File: src/inc/lbw_pkg.sv
// shared constants and types for the low-power dram burst write path
`default_nettype none
package lbw_pkg;
    localparam int          CA_W          = 6;
    localparam int          DQ_W          = 16;
    // write command first half: cs high, ca = write encoding
    localparam logic [5:0]  CMD_WRITE1    = 6'h04;
    localparam logic [5:0]  CMD_CAS2      = 6'h12;
    localparam logic [5:0]  CMD_READ1     = 6'h02;
    localparam logic [5:0]  CMD_PRECHARGE = 6'h10;
    localparam int          CA_C2_BIT     = 4;
    localparam int          CA_C3_BIT     = 5;
    localparam int          CA_BL_BIT     = 5;
    localparam int          WL_SET_BIT    = 6;
    localparam int          WPST_BIT      = 1;
    localparam int          BL_SHORT      = 16;
    localparam int          BL_LONG       = 32;
    localparam int          PRE_CLOCKS    = 2;
    localparam logic [4:0]  WL_SET_A      = 5'h04;
    localparam logic [4:0]  WL_SET_B      = 5'h04;
    localparam logic [4:0]  NWR_DEFAULT   = 5'h06;
    localparam logic [4:0]  NWTR_DEFAULT  = 5'h04;
    localparam int          CMD_TIMEOUT   = 8;

    typedef struct packed {
        logic             cs;
        logic [CA_W-1:0]  ca;
    } lbw_cmd_t;

    typedef struct packed {
        logic             last;
        logic [DQ_W-1:0]  data;
    } lbw_beat_t;

    typedef enum logic [2:0] {
        LBW_IDLE,
        LBW_CAS,
        LBW_LAT,
        LBW_PRE,
        LBW_DATA,
        LBW_POST
    } lbw_state_t;
endpackage
`default_nettype wire

File: src/lbw_sync.sv
// three-stage pin synchroniser; change accepted when stages two and three agree
`default_nettype none
module lbw_sync
    import lbw_pkg::*;
#(
    parameter int WIDTH = 1
)
(
    input  wire logic             i_clk,
    input  wire logic             i_reset_n,
    input  wire logic [WIDTH-1:0] i_async,
    output logic      [WIDTH-1:0] o_sync
);
    logic [WIDTH-1:0] meta;
    logic [WIDTH-1:0] stage2;
    logic [WIDTH-1:0] stage3;
    logic [WIDTH-1:0] next_sync;

    initial
    begin
        if (WIDTH < 1) $error("width must be positive");
    end

    assign next_sync = (stage2 == stage3) ? stage3 : o_sync;

    always_ff @(posedge i_clk or negedge i_reset_n)
    begin
        if (!i_reset_n)
        begin
            meta   <= '0;
            stage2 <= '0;
            stage3 <= '0;
            o_sync <= '0;
        end
        else
        begin
            meta   <= i_async;
            stage2 <= meta;
            stage3 <= stage2;
            o_sync <= next_sync;
        end
    end
endmodule
`default_nettype wire

File: src/lbw_fifo.sv
// small valid/ready fifo holding captured write beats
`default_nettype none
module lbw_fifo
    import lbw_pkg::*;
#(
    parameter int WIDTH = 17,
    parameter int DEPTH = 4
)
(
    input  wire logic             i_clk,
    input  wire logic             i_reset_n,
    input  wire logic             i_in_valid,
    output logic                  o_in_ready,
    input  wire logic [WIDTH-1:0] i_in_data,
    output logic                  o_out_valid,
    input  wire logic             i_out_ready,
    output logic      [WIDTH-1:0] o_out_data
);
    localparam int AW = (DEPTH > 1) ? $clog2(DEPTH) : 1;

    logic [WIDTH-1:0] mem [DEPTH];
    logic [AW-1:0]    wr_ptr;
    logic [AW-1:0]    rd_ptr;
    logic [AW:0]      count;
    logic             push;
    logic             pop;

    initial
    begin
        if (DEPTH < 2 || (DEPTH & (DEPTH - 1)) != 0) $error("depth must be a power of two");
    end

    assign o_in_ready  = (count != (AW+1)'(DEPTH));
    assign o_out_valid = (count != '0);
    assign push        = i_in_valid && o_in_ready;
    assign pop         = o_out_valid && i_out_ready;
    assign o_out_data  = mem[rd_ptr];

    always_ff @(posedge i_clk)
    begin
        if (push) mem[wr_ptr] <= i_in_data;
    end

    always_ff @(posedge i_clk or negedge i_reset_n)
    begin
        if (!i_reset_n)
        begin
            wr_ptr <= '0;
            rd_ptr <= '0;
            count  <= '0;
        end
        else
        begin
            wr_ptr <= push ? wr_ptr + 1'b1 : wr_ptr;
            rd_ptr <= pop ? rd_ptr + 1'b1 : rd_ptr;
            count  <= count + (AW+1)'(push) - (AW+1)'(pop);
        end
    end
endmodule
`default_nettype wire

File: src/lbw_write_path.sv
// write-burst capture path of the dram: command decode, latency, strobe capture, recovery
`default_nettype none
module lbw_write_path
    import lbw_pkg::*;
#(
    parameter int DEPTH = 4
)
(
    input  wire logic              i_clk,
    input  wire logic              i_reset_n,
    input  wire logic              i_ck,
    input  wire logic              i_cs,
    input  wire logic [CA_W-1:0]   i_ca,
    input  wire logic              i_dqs,
    input  wire logic [DQ_W-1:0]   i_dq,
    input  wire logic [7:0]        i_mr2,
    input  wire logic [7:0]        i_mr3,
    input  wire logic [4:0]        i_nwr,
    input  wire logic [4:0]        i_nwtr,
    output logic                   o_beat_valid,
    input  wire logic              i_beat_ready,
    output logic [DQ_W-1:0]        o_beat_data,
    output logic                   o_beat_last,
    output logic [5:0]             o_column,
    output logic                   o_busy,
    output logic                   o_wr_recovery,
    output logic                   o_wtr_wait,
    output logic                   o_pre_early,
    output logic                   o_rd_early,
    output logic                   o_overflow
);
    lbw_cmd_t   cmd_s;
    lbw_cmd_t   cmd_raw;
    logic       ck_s;
    logic       ck_d;
    logic       dqs_s;
    logic       dqs_d;
    logic [DQ_W-1:0] dq_s;
    lbw_state_t state;
    lbw_state_t next_state;
    logic [5:0] cnt;
    logic [5:0] beats;
    logic [5:0] burst_len;
    logic       long_post;
    logic [5:0] wr_cnt;
    logic [5:0] wtr_cnt;
    logic       fifo_ready;
    lbw_beat_t  fifo_in;
    lbw_beat_t  fifo_out;

    // sampled pins
    assign cmd_raw = '{cs: i_cs, ca: i_ca};
    lbw_sync #(.WIDTH(1)) u_ck (.i_clk(i_clk), .i_reset_n(i_reset_n),
        .i_async(i_ck), .o_sync(ck_s));
    lbw_sync #(.WIDTH(1)) u_dqs (.i_clk(i_clk), .i_reset_n(i_reset_n),
        .i_async(i_dqs), .o_sync(dqs_s));
    lbw_sync #(.WIDTH(CA_W+1)) u_cmd (.i_clk(i_clk), .i_reset_n(i_reset_n),
        .i_async(cmd_raw), .o_sync(cmd_s));
    lbw_sync #(.WIDTH(DQ_W)) u_dq (.i_clk(i_clk), .i_reset_n(i_reset_n),
        .i_async(i_dq), .o_sync(dq_s));

    logic ck_rise;
    logic dqs_edge;
    logic dqs_rise;
    logic is_wr1;
    logic is_cas2;
    logic is_rd1;
    logic is_pre;
    logic [4:0] wl;
    logic burst_done;
    logic [5:0] lat_end;
    logic       wr_window;
    logic [5:0] wr_load;
    logic [5:0] wtr_load;

    // latency set must leave room for the preamble clocks before the data window
    initial
    begin
        if (int'(WL_SET_A) <= PRE_CLOCKS || int'(WL_SET_B) <= PRE_CLOCKS)
            $error("write latency too short for preamble");
        if (DEPTH < 2)
            $error("beat fifo depth must be at least two");
    end

    assign ck_rise   = ck_s && !ck_d;
    assign dqs_edge  = dqs_s != dqs_d;
    assign dqs_rise  = dqs_s && !dqs_d;
    assign is_wr1    = ck_rise && cmd_s.cs && (cmd_s.ca[4:0] == CMD_WRITE1[4:0]);
    assign is_cas2   = ck_rise && cmd_s.cs && (cmd_s.ca[4:0] == CMD_CAS2[4:0]);
    assign is_rd1    = ck_rise && cmd_s.cs && (cmd_s.ca[4:0] == CMD_READ1[4:0]);
    assign is_pre    = ck_rise && cmd_s.cs && (cmd_s.ca[4:0] == CMD_PRECHARGE[4:0]);
    assign wl        = i_mr2[WL_SET_BIT] ? WL_SET_B : WL_SET_A;
    assign burst_done = dqs_edge && (beats == burst_len - 6'h01);
    assign lat_end    = 6'(wl) - 6'(PRE_CLOCKS) - 6'h01;
    // write in flight up to the edge where recovery starts; the counters cover the rest
    assign wr_window  = (state != LBW_IDLE) && !(state == LBW_POST && cnt != 6'h00);
    // the load edge is itself the first recovery clock, so one less is left
    assign wr_load    = (i_nwr == 5'h00) ? 6'h00 : 6'(i_nwr) - 6'h01;
    assign wtr_load   = (i_nwtr == 5'h00) ? 6'h00 : 6'(i_nwtr) - 6'h01;

    // data window opens on the wl reference edge; the two clocks before it are preamble
    // opening there leaves room for an early first latching edge within the offset range
    always_comb
    begin
        next_state = state;
        case (state)
            LBW_IDLE: if (is_wr1) next_state = LBW_CAS;
            // non-cas commands in between are tolerated
            LBW_CAS:  if (is_cas2) next_state = LBW_LAT;
            LBW_LAT:  if (ck_rise && cnt == lat_end) next_state = LBW_PRE;
            // strobe ignored through the preamble until the data window opens
            LBW_PRE:  if (ck_rise && cnt == 6'(PRE_CLOCKS) - 6'h01)
                          next_state = LBW_DATA;
            LBW_DATA: if (burst_done) next_state = LBW_POST;
            LBW_POST: if (ck_rise && cnt == (long_post ? 6'h02 : 6'h01))
                          next_state = LBW_IDLE;
            default:  next_state = LBW_IDLE;
        endcase
    end

    always_ff @(posedge i_clk or negedge i_reset_n)
    begin
        if (!i_reset_n)
        begin
            ck_d <= 1'b0;
            dqs_d <= 1'b0;
            state <= LBW_IDLE;
            cnt <= '0;
            beats <= '0;
            burst_len <= 6'(BL_SHORT);
            long_post <= 1'b0;
            o_column <= '0;
        end
        else
        begin
            ck_d  <= ck_s;
            dqs_d <= dqs_s;
            state <= next_state;
            cnt   <= (next_state != state) ? 6'h00 : (ck_rise ? cnt + 6'h01 : cnt);
            if (is_wr1)
            begin
                burst_len <= cmd_s.ca[CA_BL_BIT] ? 6'(BL_LONG) : 6'(BL_SHORT);
                long_post <= i_mr3[WPST_BIT];
            end
            // all column bits forced to zero by the 6'h00 mask, c3 and c2 included
            if (state == LBW_CAS && is_cas2)
                o_column <= {cmd_s.ca[CA_C3_BIT], cmd_s.ca[CA_C2_BIT], 4'h0} & 6'h00;
            if (state == LBW_DATA && dqs_edge)
                beats <= beats + 6'h01;
            else if (state != LBW_DATA)
                beats <= '0;
        end
    end

    // beats are taken on every strobe edge, rising or falling, while in the data window
    assign fifo_in = '{last: burst_done, data: dq_s};
    lbw_fifo #(.WIDTH(DQ_W+1), .DEPTH(DEPTH)) u_fifo (
        .i_clk      (i_clk),
        .i_reset_n  (i_reset_n),
        .i_in_valid (state == LBW_DATA && dqs_edge),
        .o_in_ready (fifo_ready),
        .i_in_data  (fifo_in),
        .o_out_valid(o_beat_valid),
        .i_out_ready(i_beat_ready),
        .o_out_data (fifo_out)
    );
    assign o_beat_data = fifo_out.data;
    assign o_beat_last = fifo_out.last;
    assign o_busy      = state != LBW_IDLE;

    // recovery and write-to-read windows open at first clock after last edge
    always_ff @(posedge i_clk or negedge i_reset_n)
    begin
        if (!i_reset_n)
        begin
            wr_cnt <= '0;
            wtr_cnt <= '0;
            o_overflow <= 1'b0;
            o_pre_early <= 1'b0;
            o_rd_early <= 1'b0;
        end
        else
        begin
            if (state == LBW_POST && cnt == 6'h00 && ck_rise)
            begin
                wr_cnt  <= wr_load;
                wtr_cnt <= wtr_load;
            end
            else if (ck_rise)
            begin
                wr_cnt  <= (wr_cnt != '0) ? wr_cnt - 6'h01 : wr_cnt;
                wtr_cnt <= (wtr_cnt != '0) ? wtr_cnt - 6'h01 : wtr_cnt;
            end
            o_overflow  <= (state == LBW_DATA && dqs_edge && !fifo_ready) || o_overflow;
            o_pre_early <= is_pre && (wr_window || wr_cnt != '0);
            o_rd_early  <= is_rd1 && (wr_window || wtr_cnt != '0);
        end
    end
    assign o_wr_recovery = wr_cnt != '0;
    assign o_wtr_wait    = wtr_cnt != '0;

    chk_burst_ends: assert property (@(posedge i_clk) disable iff (!i_reset_n)
        (state == LBW_DATA && burst_done) |=> state == LBW_POST)
        else $error("burst did not end after last beat");
    chk_recovery_load: assert property (@(posedge i_clk) disable iff (!i_reset_n)
        (state == LBW_POST && cnt == 6'h00 && ck_rise)
            |=> wr_cnt == ((i_nwr == 5'h00) ? 6'h00 : 6'(i_nwr) - 6'h01))
        else $error("recovery not started");
    chk_wtr_load: assert property (@(posedge i_clk) disable iff (!i_reset_n)
        (state == LBW_POST && cnt == 6'h00 && ck_rise)
            |=> wtr_cnt == ((i_nwtr == 5'h00) ? 6'h00 : 6'(i_nwtr) - 6'h01))
        else $error("write-to-read not started");
    chk_post_sel: assert property (@(posedge i_clk) disable iff (!i_reset_n)
        is_wr1 |=> long_post == $past(i_mr3[WPST_BIT]))
        else $error("postamble select wrong");
    chk_wl_sel: assert property (@(posedge i_clk) disable iff (!i_reset_n)
        (state == LBW_LAT && next_state == LBW_PRE)
            |-> cnt == (i_mr2[WL_SET_BIT] ? 6'(WL_SET_B) : 6'(WL_SET_A)) - 6'(PRE_CLOCKS) - 6'h01)
        else $error("latency set wrong");
    chk_column_zero: assert property (@(posedge i_clk) disable iff (!i_reset_n)
        o_column[1:0] == 2'b00)
        else $error("column not aligned");
    chk_pre_flag: assert property (@(posedge i_clk) disable iff (!i_reset_n)
        (is_pre && (state == LBW_DATA || wr_cnt != '0)) |=> o_pre_early)
        else $error("early precharge not flagged");
    chk_rd_flag: assert property (@(posedge i_clk) disable iff (!i_reset_n)
        (is_rd1 && (state == LBW_DATA || wtr_cnt != '0)) |=> o_rd_early)
        else $error("early read not flagged");
    cov_write: cover property (@(posedge i_clk) disable iff (!i_reset_n)
        state == LBW_DATA ##1 state == LBW_POST);
    cov_long_post: cover property (@(posedge i_clk) disable iff (!i_reset_n)
        state == LBW_POST && long_post);
    cov_fifo_full: cover property (@(posedge i_clk) disable iff (!i_reset_n) !fifo_ready);
    cov_pre_early: cover property (@(posedge i_clk) disable iff (!i_reset_n) o_pre_early);
    cov_rd_early: cover property (@(posedge i_clk) disable iff (!i_reset_n) o_rd_early);
endmodule
`default_nettype wire

File: config.mk
export PLATFORM = sky130hd
export DESIGN_NAME = lbw_write_path
export DESIGN_NICKNAME = d
export VERILOG_FILES = /design/src/inc/lbw_pkg.sv /design/src/lbw_sync.sv /design/src/lbw_fifo.sv /design/src/lbw_write_path.sv
export SDC_FILE = /design/constraint.sdc
export NUM_CORES = 1
export LEC_CHECK = 0
export BUFFER_PORTS_ARGS = -buffer_cell sky130_fd_sc_hd__buf_2
export CAP_MARGIN = 30
export CORE_MARGIN = 2
export CORE_UTILIZATION = 42
export DETAILED_ROUTE_END_ITERATION = 10
export SYNTH_ARGS = -nofsm -noshare
export SYNTH_HDL_FRONTEND = slang
export SYNTH_HIERARCHICAL = 1
export SYNTH_SLANG_ARGS = --single-unit
export TNS_END_PERCENT = 50
File: constraint.sdc
create_clock -name i_clk -period 5.5 [get_ports i_clk]
set_input_delay 0.275 -clock i_clk [delete_from_list [all_inputs] [get_ports i_clk]]
set_output_delay 0.275 -clock i_clk [all_outputs]
set_load 0.005 [all_outputs]
# Word-level counts from Yosys, hierarchy flattened
# Memories as Yosys holds them, arrays and structs flattened.
# Index checks and enable logic that the tools add are counted.
[classes] addsub=11 eq_ne=20 mux=23 reduce_logical=41
[op_table] operator="two-way mux 6 bit" n=13
[op_table] operator="logical AND 1 bit" n=19
[op_table] operator="two-way mux 3 bit" n=6
[op_table] operator="case mux 3 bit (6 select lines)" n=1
[op_table] operator="nonzero test 6 bit" n=3
[op_table] operator="subtractor 6 x 1 -> 6 bit, second input constant" n=3
[op_table] operator="== test 16 bit" n=1
[op_table] operator="adder 6 x 1 -> 6 bit, second input constant" n=2
[op_table] operator="subtractor 5 x 1 -> 6 bit, second input constant" n=2
[op_table] operator="== test 5 bit, second input constant" n=2
[op_table] operator="zero test 5 bit" n=2
[op_table] operator="nonzero test 2 bit" n=5
[op_table] operator="== test 7 bit" n=1
[op_table] operator="== test 3 x 2 -> 1 bit, second input constant" n=2
[op_table] operator="== test 3 bit, second input constant" n=2
[op_table] operator="== test 6 x 1 -> 1 bit, second input constant" n=1
[op_table] operator="== test 6 x 2 -> 1 bit" n=1
[op_table] operator="== test 6 bit" n=1
[op_table] operator="zero test 6 bit" n=1
[op_table] operator="inequality test 3 bit, second input constant" n=2
[op_table] operator="nonzero test 3 bit" n=2
[op_table] operator="== test 5 x 2 -> 1 bit, second input constant" n=1
[op_table] operator="== test 5 x 3 -> 1 bit, second input constant" n=1
[op_table] operator="adder 2 x 1 -> 2 bit, second input constant" n=2
[op_table] operator="other kinds (12)" n=19
[word_totals] reg_bits=146 ramBits=68 elab_cells=127 mem_count=1
[memory_table] memory="u_fifo.mem" words=4 word_bits=17 read_ports=1 rd_ports_with_merged_regs=0 wr=1 line="lbw_fifo.sv:21" rtl="logic [WIDTH-1:0] mem [DEPTH];"

# Depth between registers and ports, before layout
[depth] ltp_word=8 depth_mapped=11

# Cells and area by module
# Netlist, hierarchy kept.
[by_module_without_submodules] module="lbw_fifo" n_inst=1 cells_per_inst=130 area_per_inst_um2=2965.3 seq_area_each_um2=2217.1
[by_module_without_submodules] module="lbw_write_path" n_inst=1 cells_per_inst=239 area_per_inst_um2=2190.9 seq_area_each_um2=877.1
[by_module_without_submodules] module="lbw_sync at u_dq" n_inst=1 cells_per_inst=102 area_per_inst_um2=2014.4 seq_area_each_um2=1601.5
[by_module_without_submodules] module="lbw_sync at u_cmd" n_inst=1 cells_per_inst=44 area_per_inst_um2=865.8 seq_area_each_um2=700.7
[by_module_without_submodules] module="lbw_sync at u_ck ..." n_inst=2 cells_per_inst=5 area_per_inst_um2=111.4 seq_area_each_um2=100.1

# Worst setup path after synthesis
# OpenSTA, ideal clock, no wires.
[synth_timing] path_kind="register to register" startpoint="register u_dqs.o_sync" endpoint="register u_fifo.count[2]" setup_ps=125 arrival_ps=2240 required_ps=5375 setup_slack_ps=3135 stages_incl_launch_ff=11 path_buffers=0 synth_period_minus_slack_ps=2365 path_cell_list="dfrtp_1 > xor2_1 > and3_1 > nand2b_1 > ha_1 > inv_1 > ha_1 > inv_1 > fa_1 > xnor2_1 > xnor2_1"
[synth_between] elab_chain_len=5
[synth_rtl] element="from (decl)" line="lbw_sync.sv:12" rtl="output logic [WIDTH-1:0] o_sync"
[synth_rtl] element="from (signal assigned)" line="lbw_sync.sv:40" rtl="o_sync <= next_sync;"
[synth_rtl] element="inequality test 1 bit" line="lbw_write_path.sv:86" rtl="assign dqs_edge = dqs_s != dqs_d;"
[synth_rtl] element="logical AND 1 bit" line="lbw_write_path.sv:160" rtl=".i_in_valid (state == LBW_DATA && dqs_edge),"
[synth_rtl] element="logical AND 1 bit" line="lbw_fifo.sv:35" rtl="assign push = i_in_valid && o_in_ready;"
[synth_rtl] element="adder 3 x 1 -> 3 bit" line="lbw_fifo.sv:56" rtl="count <= count + (AW+1)'(push) - (AW+1)'(pop);"
[synth_rtl] element="subtractor 3 x 1 -> 3 bit" line="lbw_fifo.sv:56"
[synth_rtl] element="to (signal assigned)" line="lbw_fifo.sv:56"
[synth_rtl] element="to (decl)" line="lbw_fifo.sv:24" rtl="logic [AW:0] count;"
# No other way between the ends.
# A chain may end at the register's enable or synchronous reset.

# Final worst setup path
# Ends and elaborated chain as after synthesis.

==> metrics list <==
* Rows: slightly above 50
* Starting utilization of the core area: 42.6%
* End point of the critical path: u_fifo/count[2]
- HPWL after detailed placement: 8820 um
- In this run the remaining antenna-violating nets after routing total 0.
- Register clock-pin slew on the reported worst setup and hold paths: ~0.06 ns
* Clock tree from TritonCTS: yes
- The tool flagged a number of max-cap violations equal to 0.
- Summed over all layers, the global routing overflow is 0.
- For this run, the slowest stage of the critical path takes 0.42 ns.
- Layout net count: 697
* Antenna diode count: 0
* Layout Skew: 0.0190 ns
- Worst slack on hold paths: 0.0343 ns
* Worst-margin pin slew: 0.957 ns
- Timing startpoint of the critical path: u_dqs/o_sync
- Count of flip-flops with a built-in enable after synthesis: 68
- Synthesis produced a netlist whose cell count is 525.
* Total count of hold-check failures in the final report: 0
- Post-Layout Cell Count: 909
* Number of placed cells counting well taps: approximately 840
* Maximum fanout along the worst path: 10
- Number of buffers inserted by hold repair at cts: 28
* TritonRoute pass-1 iters: 6
- Die Area: 20800 um^2
- Number of distinct library cells after synthesis: 65
- The worst hold path belongs to the class in -> reg.
- The clock passes through at most 3 buffers.
- Endpoint arrival time on the critical path: approximately 3.1 ns
- Number of pins with negative max-slew slack in the final report: 0
* Final period util: 48.9%
- Maximum achievable frequency: 0.372 GHz
* Largest net degree at the start of global routing: 89
* Total clock sinks: 210
- Total of buffers placed on input and output ports: 62
- The run finished with clean final reports.
- Worst path bufs/invs: 2
- Data required, critical path: 5.92 ns
- Yosys printed 6 warnings.
* Setup crit end kind: flop
- The synthesized design contains 210 register bits.
- Worst slew slack as a fraction of its limit: 36.2%
* Die width: between 100 and 150 um
- Counting I/O delays and the setup requirement, the final critical path takes about 2.7 ns.
- Dividing the detail-routed via count by the number of cells gives 4.77.
- Tot Pwr: 0.00395 W
* Critical R2R Capture: u_fifo/count[2]
- The number of setup buffers added after CTS is 0.
* RSZ-0062 raised after global routing: no
- Number of stages on the worst setup path: 10
- The first global-routing pass estimated 22500 um of wire.
- The critical path in this run is classified as reg -> reg.
- The cell family contributing the most delay on the critical path is adder cells.
* Antenna violations before repair: 0
- Share of synthesized area occupied by flip-flops and latches: between 60% and 70%
- Setup violators final: 0
* Vias in the first global route: 4520
- After detailed routing, the number of remaining DRC violations is 0.
* Clk Tree Root Cell: sky130_fd_sc_hd__clkbuf_16
- After floorplanning, the core was sized to cover 19400 um^2.
- GR Util All Layers: 13.5%
* Num CTS Buffers: 22
- Resized cells post-CTS: 0
- CTS built an H-tree with a depth of 1.
* Setup TNS after final layout: 0 ns
- Walking the worst path, the cells encountered are xor2_1, and3_1, nand2b_1, ha_1, inv_1, ha_1, inv_1, fa_1, xnor2_1, xnor2_1.
- The number of cells on the worst reg-to-reg path is 10.
- Summing over every cut layer, the via total after detailed routing is 4339.
* Number of top-level design ports: 84
- Routed len/inst: 14.7 um
- The slowest stage of the critical path belongs to the cell sky130_fd_sc_hd__xor2_1.
* Power density normalized to cell area: 400 nW/um^2
- At the later pin of the worst-skew pair, clock insertion delay measures 0.50 ns.
- Average cell area after synthesis: ~16 um^2
* Async SR Flop Fraction: 67.6%
* Layout cell share with drive strength beyond 1: around 23%
- Reg-to-Reg Start: u_dqs/o_sync
- Total wire length after detailed routing: 13300 um
- IR Drop Worst-Case VDD: 0.000218 V
- Routability cong.: 0.752
- In this run the cell area of the synthesized design comes to 8260 um^2.
- Floorplan die height: between 100 and 150 um
- The worst setup path is launched from a flop.
- In this run the static leakage power is 3.96 nW.
- The worst register-to-register path has a setup slack of 2.81 ns.
* Most instantiated flip-flop cell in the synthesis netlist: sky130_fd_sc_hd__dfrtp_1
- P&R area growth vs syn: 19.6%
- DRC marker count from the first detailed-route iteration: 165
## how the worst min path moves through the flow
stage                       end       from  slack, ns  cells past startpoint
finish                long_post   i_mr3[1]       0.03                      2
floorplan              beats[0]  i_reset_n      -0.02                      0
CTS                   long_post   i_mr3[1]       0.02                      2
detailed placement  u_ck/stage2  u_ck/meta       0.33                      0
global placement    u_ck/stage2  u_ck/meta       0.33                      0
global route          long_post   i_mr3[1]       0.02                      2
## through the flow
stage	instance area [um^2]	worst slack, ns	util (%)
final	9880	2.81	50.9
after global routing	9880	2.59	50.9
after CTS	9880	2.82	50.9
after detailed placement	8830	2.80	45.5
after global placement	8800	2.91	45.4
after floorplan	8280	3.14	-
## cell usage in the layout (no fill, tap or decap), drive strengths merged, types with 4 or more instances in the layout
| cell | n |
|---|---|
| ha | 14 |
| or3b | 4 |
| o31ai | 4 |
| inv | 19 |
| nor2b | 7 |
| nor3 | 12 |
| nand2 | 26 |
| mux2i | 8 |
| nand2b | 8 |
| nand3 | 4 |
| conb | 6 |
| dfrtp | 141 |
| and3b | 4 |
| or3 | 5 |
| nor4 | 8 |
| clkinv | 4 |
| buf | 64 |
| clkbuf | 32 |
| nor2 | 25 |
| xnor2 | 15 |
| dlygate4sd3 | 28 |
| mux2 | 25 |
| a21oi | 14 |
| nand4 | 7 |
| edfxtp | 68 |
| xor2 | 31 |
| mux4 | 17 |
## routing by layer
metal	part of all wire [%]	track usage, %	vias up
li1	-	-	2106
met1	48	19.4	2136
met2	47	22.0	85
met3	4.1	2.25	12
met4	1.3	3.22	0
met5	0	0	-
## sequential cells by signal, summed over array words and instances (netlist names), 2 cells and up
register / flops
u_fifo/mem: 68
u_dq/meta: 16
u_dq/o_sync: 16
u_dq/stage2: 16
u_dq/stage3: 16
u_cmd/meta: 7
u_cmd/o_sync: 7
u_cmd/stage2: 7
u_cmd/stage3: 7
beats: 6
cnt: 6
wr_cnt: 6
wtr_cnt: 6
state: 3
u_fifo/count: 3
burst_len: 2
u_fifo/rd_ptr: 2
u_fifo/wr_ptr: 2
## cell usage after synthesis, drive strengths merged, types with 2 or more instances
master,instances,area (um^2)
nand4,7,56.3
nand2,26,97.6
a31oi,2,12.5
and3,2,12.5
dfrtp,141,3530
mux4,17,417
edfxtp,68,2040
o21ai,3,26.3
inv,19,71.3
maj3,2,22.5
a21oi,14,70.1
a211oi,2,20.0
buf,15,120
nand3,4,25.0
nand4bb,2,22.5
nand3b,2,15.0
mux2,25,319
and3b,4,35.0
mux2i,8,80.1
and2,2,12.5
or4,2,18.8
xor2,31,272
xnor2,15,131
nand2b,8,50.1
o31a,3,26.3
clkbuf,3,12.5
o31ai,4,30.0
or3b,4,35.0
nor2b,7,43.8
nor3,12,76.3
or3,5,31.3
nor3b,3,27.5
ha,14,175
nor4,8,75.1
nor2,25,93.8
o211ai,3,22.5
## kinds of logic (layout without fill, tap and decap cells)
kind of cell | after synthesis | count (layout) | synth area share [%]
AO/OA/AOI/OAI | 38 | 38 | 3.20
XOR/XNOR | 46 | 46 | 4.88
adder cells (fa/ha/maj) | 17 | 17 | 2.64
buffers and inverters | 37 | 151 | 2.47
flip-flops | 210 | 210 | 67.8
multiplexers | 50 | 50 | 9.88
other | 1 | 6 | 0.0454
AND/OR/NAND/NOR | 126 | 126 | 9.13
## power by group
| part | total (W) | internal, W | switching [W] |
|---|---|---|---|
| Sequential | 0.00190 | 0.00174 | 0.000167 |
| Combinational | 0.000524 | 0.000283 | 0.000241 |
| Clock | 0.00152 | 0.000950 | 0.000569 |
| Total | 0.00395 | 0.00297 | 0.000978 |
## layout make-up
cell class                      count  area (um^2)
Tap cell                          265          332
Clock inverter                      8          128
Timing Repair Buffer               92          632
Multi-Input combinational cell    283         2480
Sequential cell                   210         5600
Fill cell                        1636         9520
Inverter                           19         71.3
Clock buffer                       32          639
No activity file was read; power rests on OpenSTA's default activity.
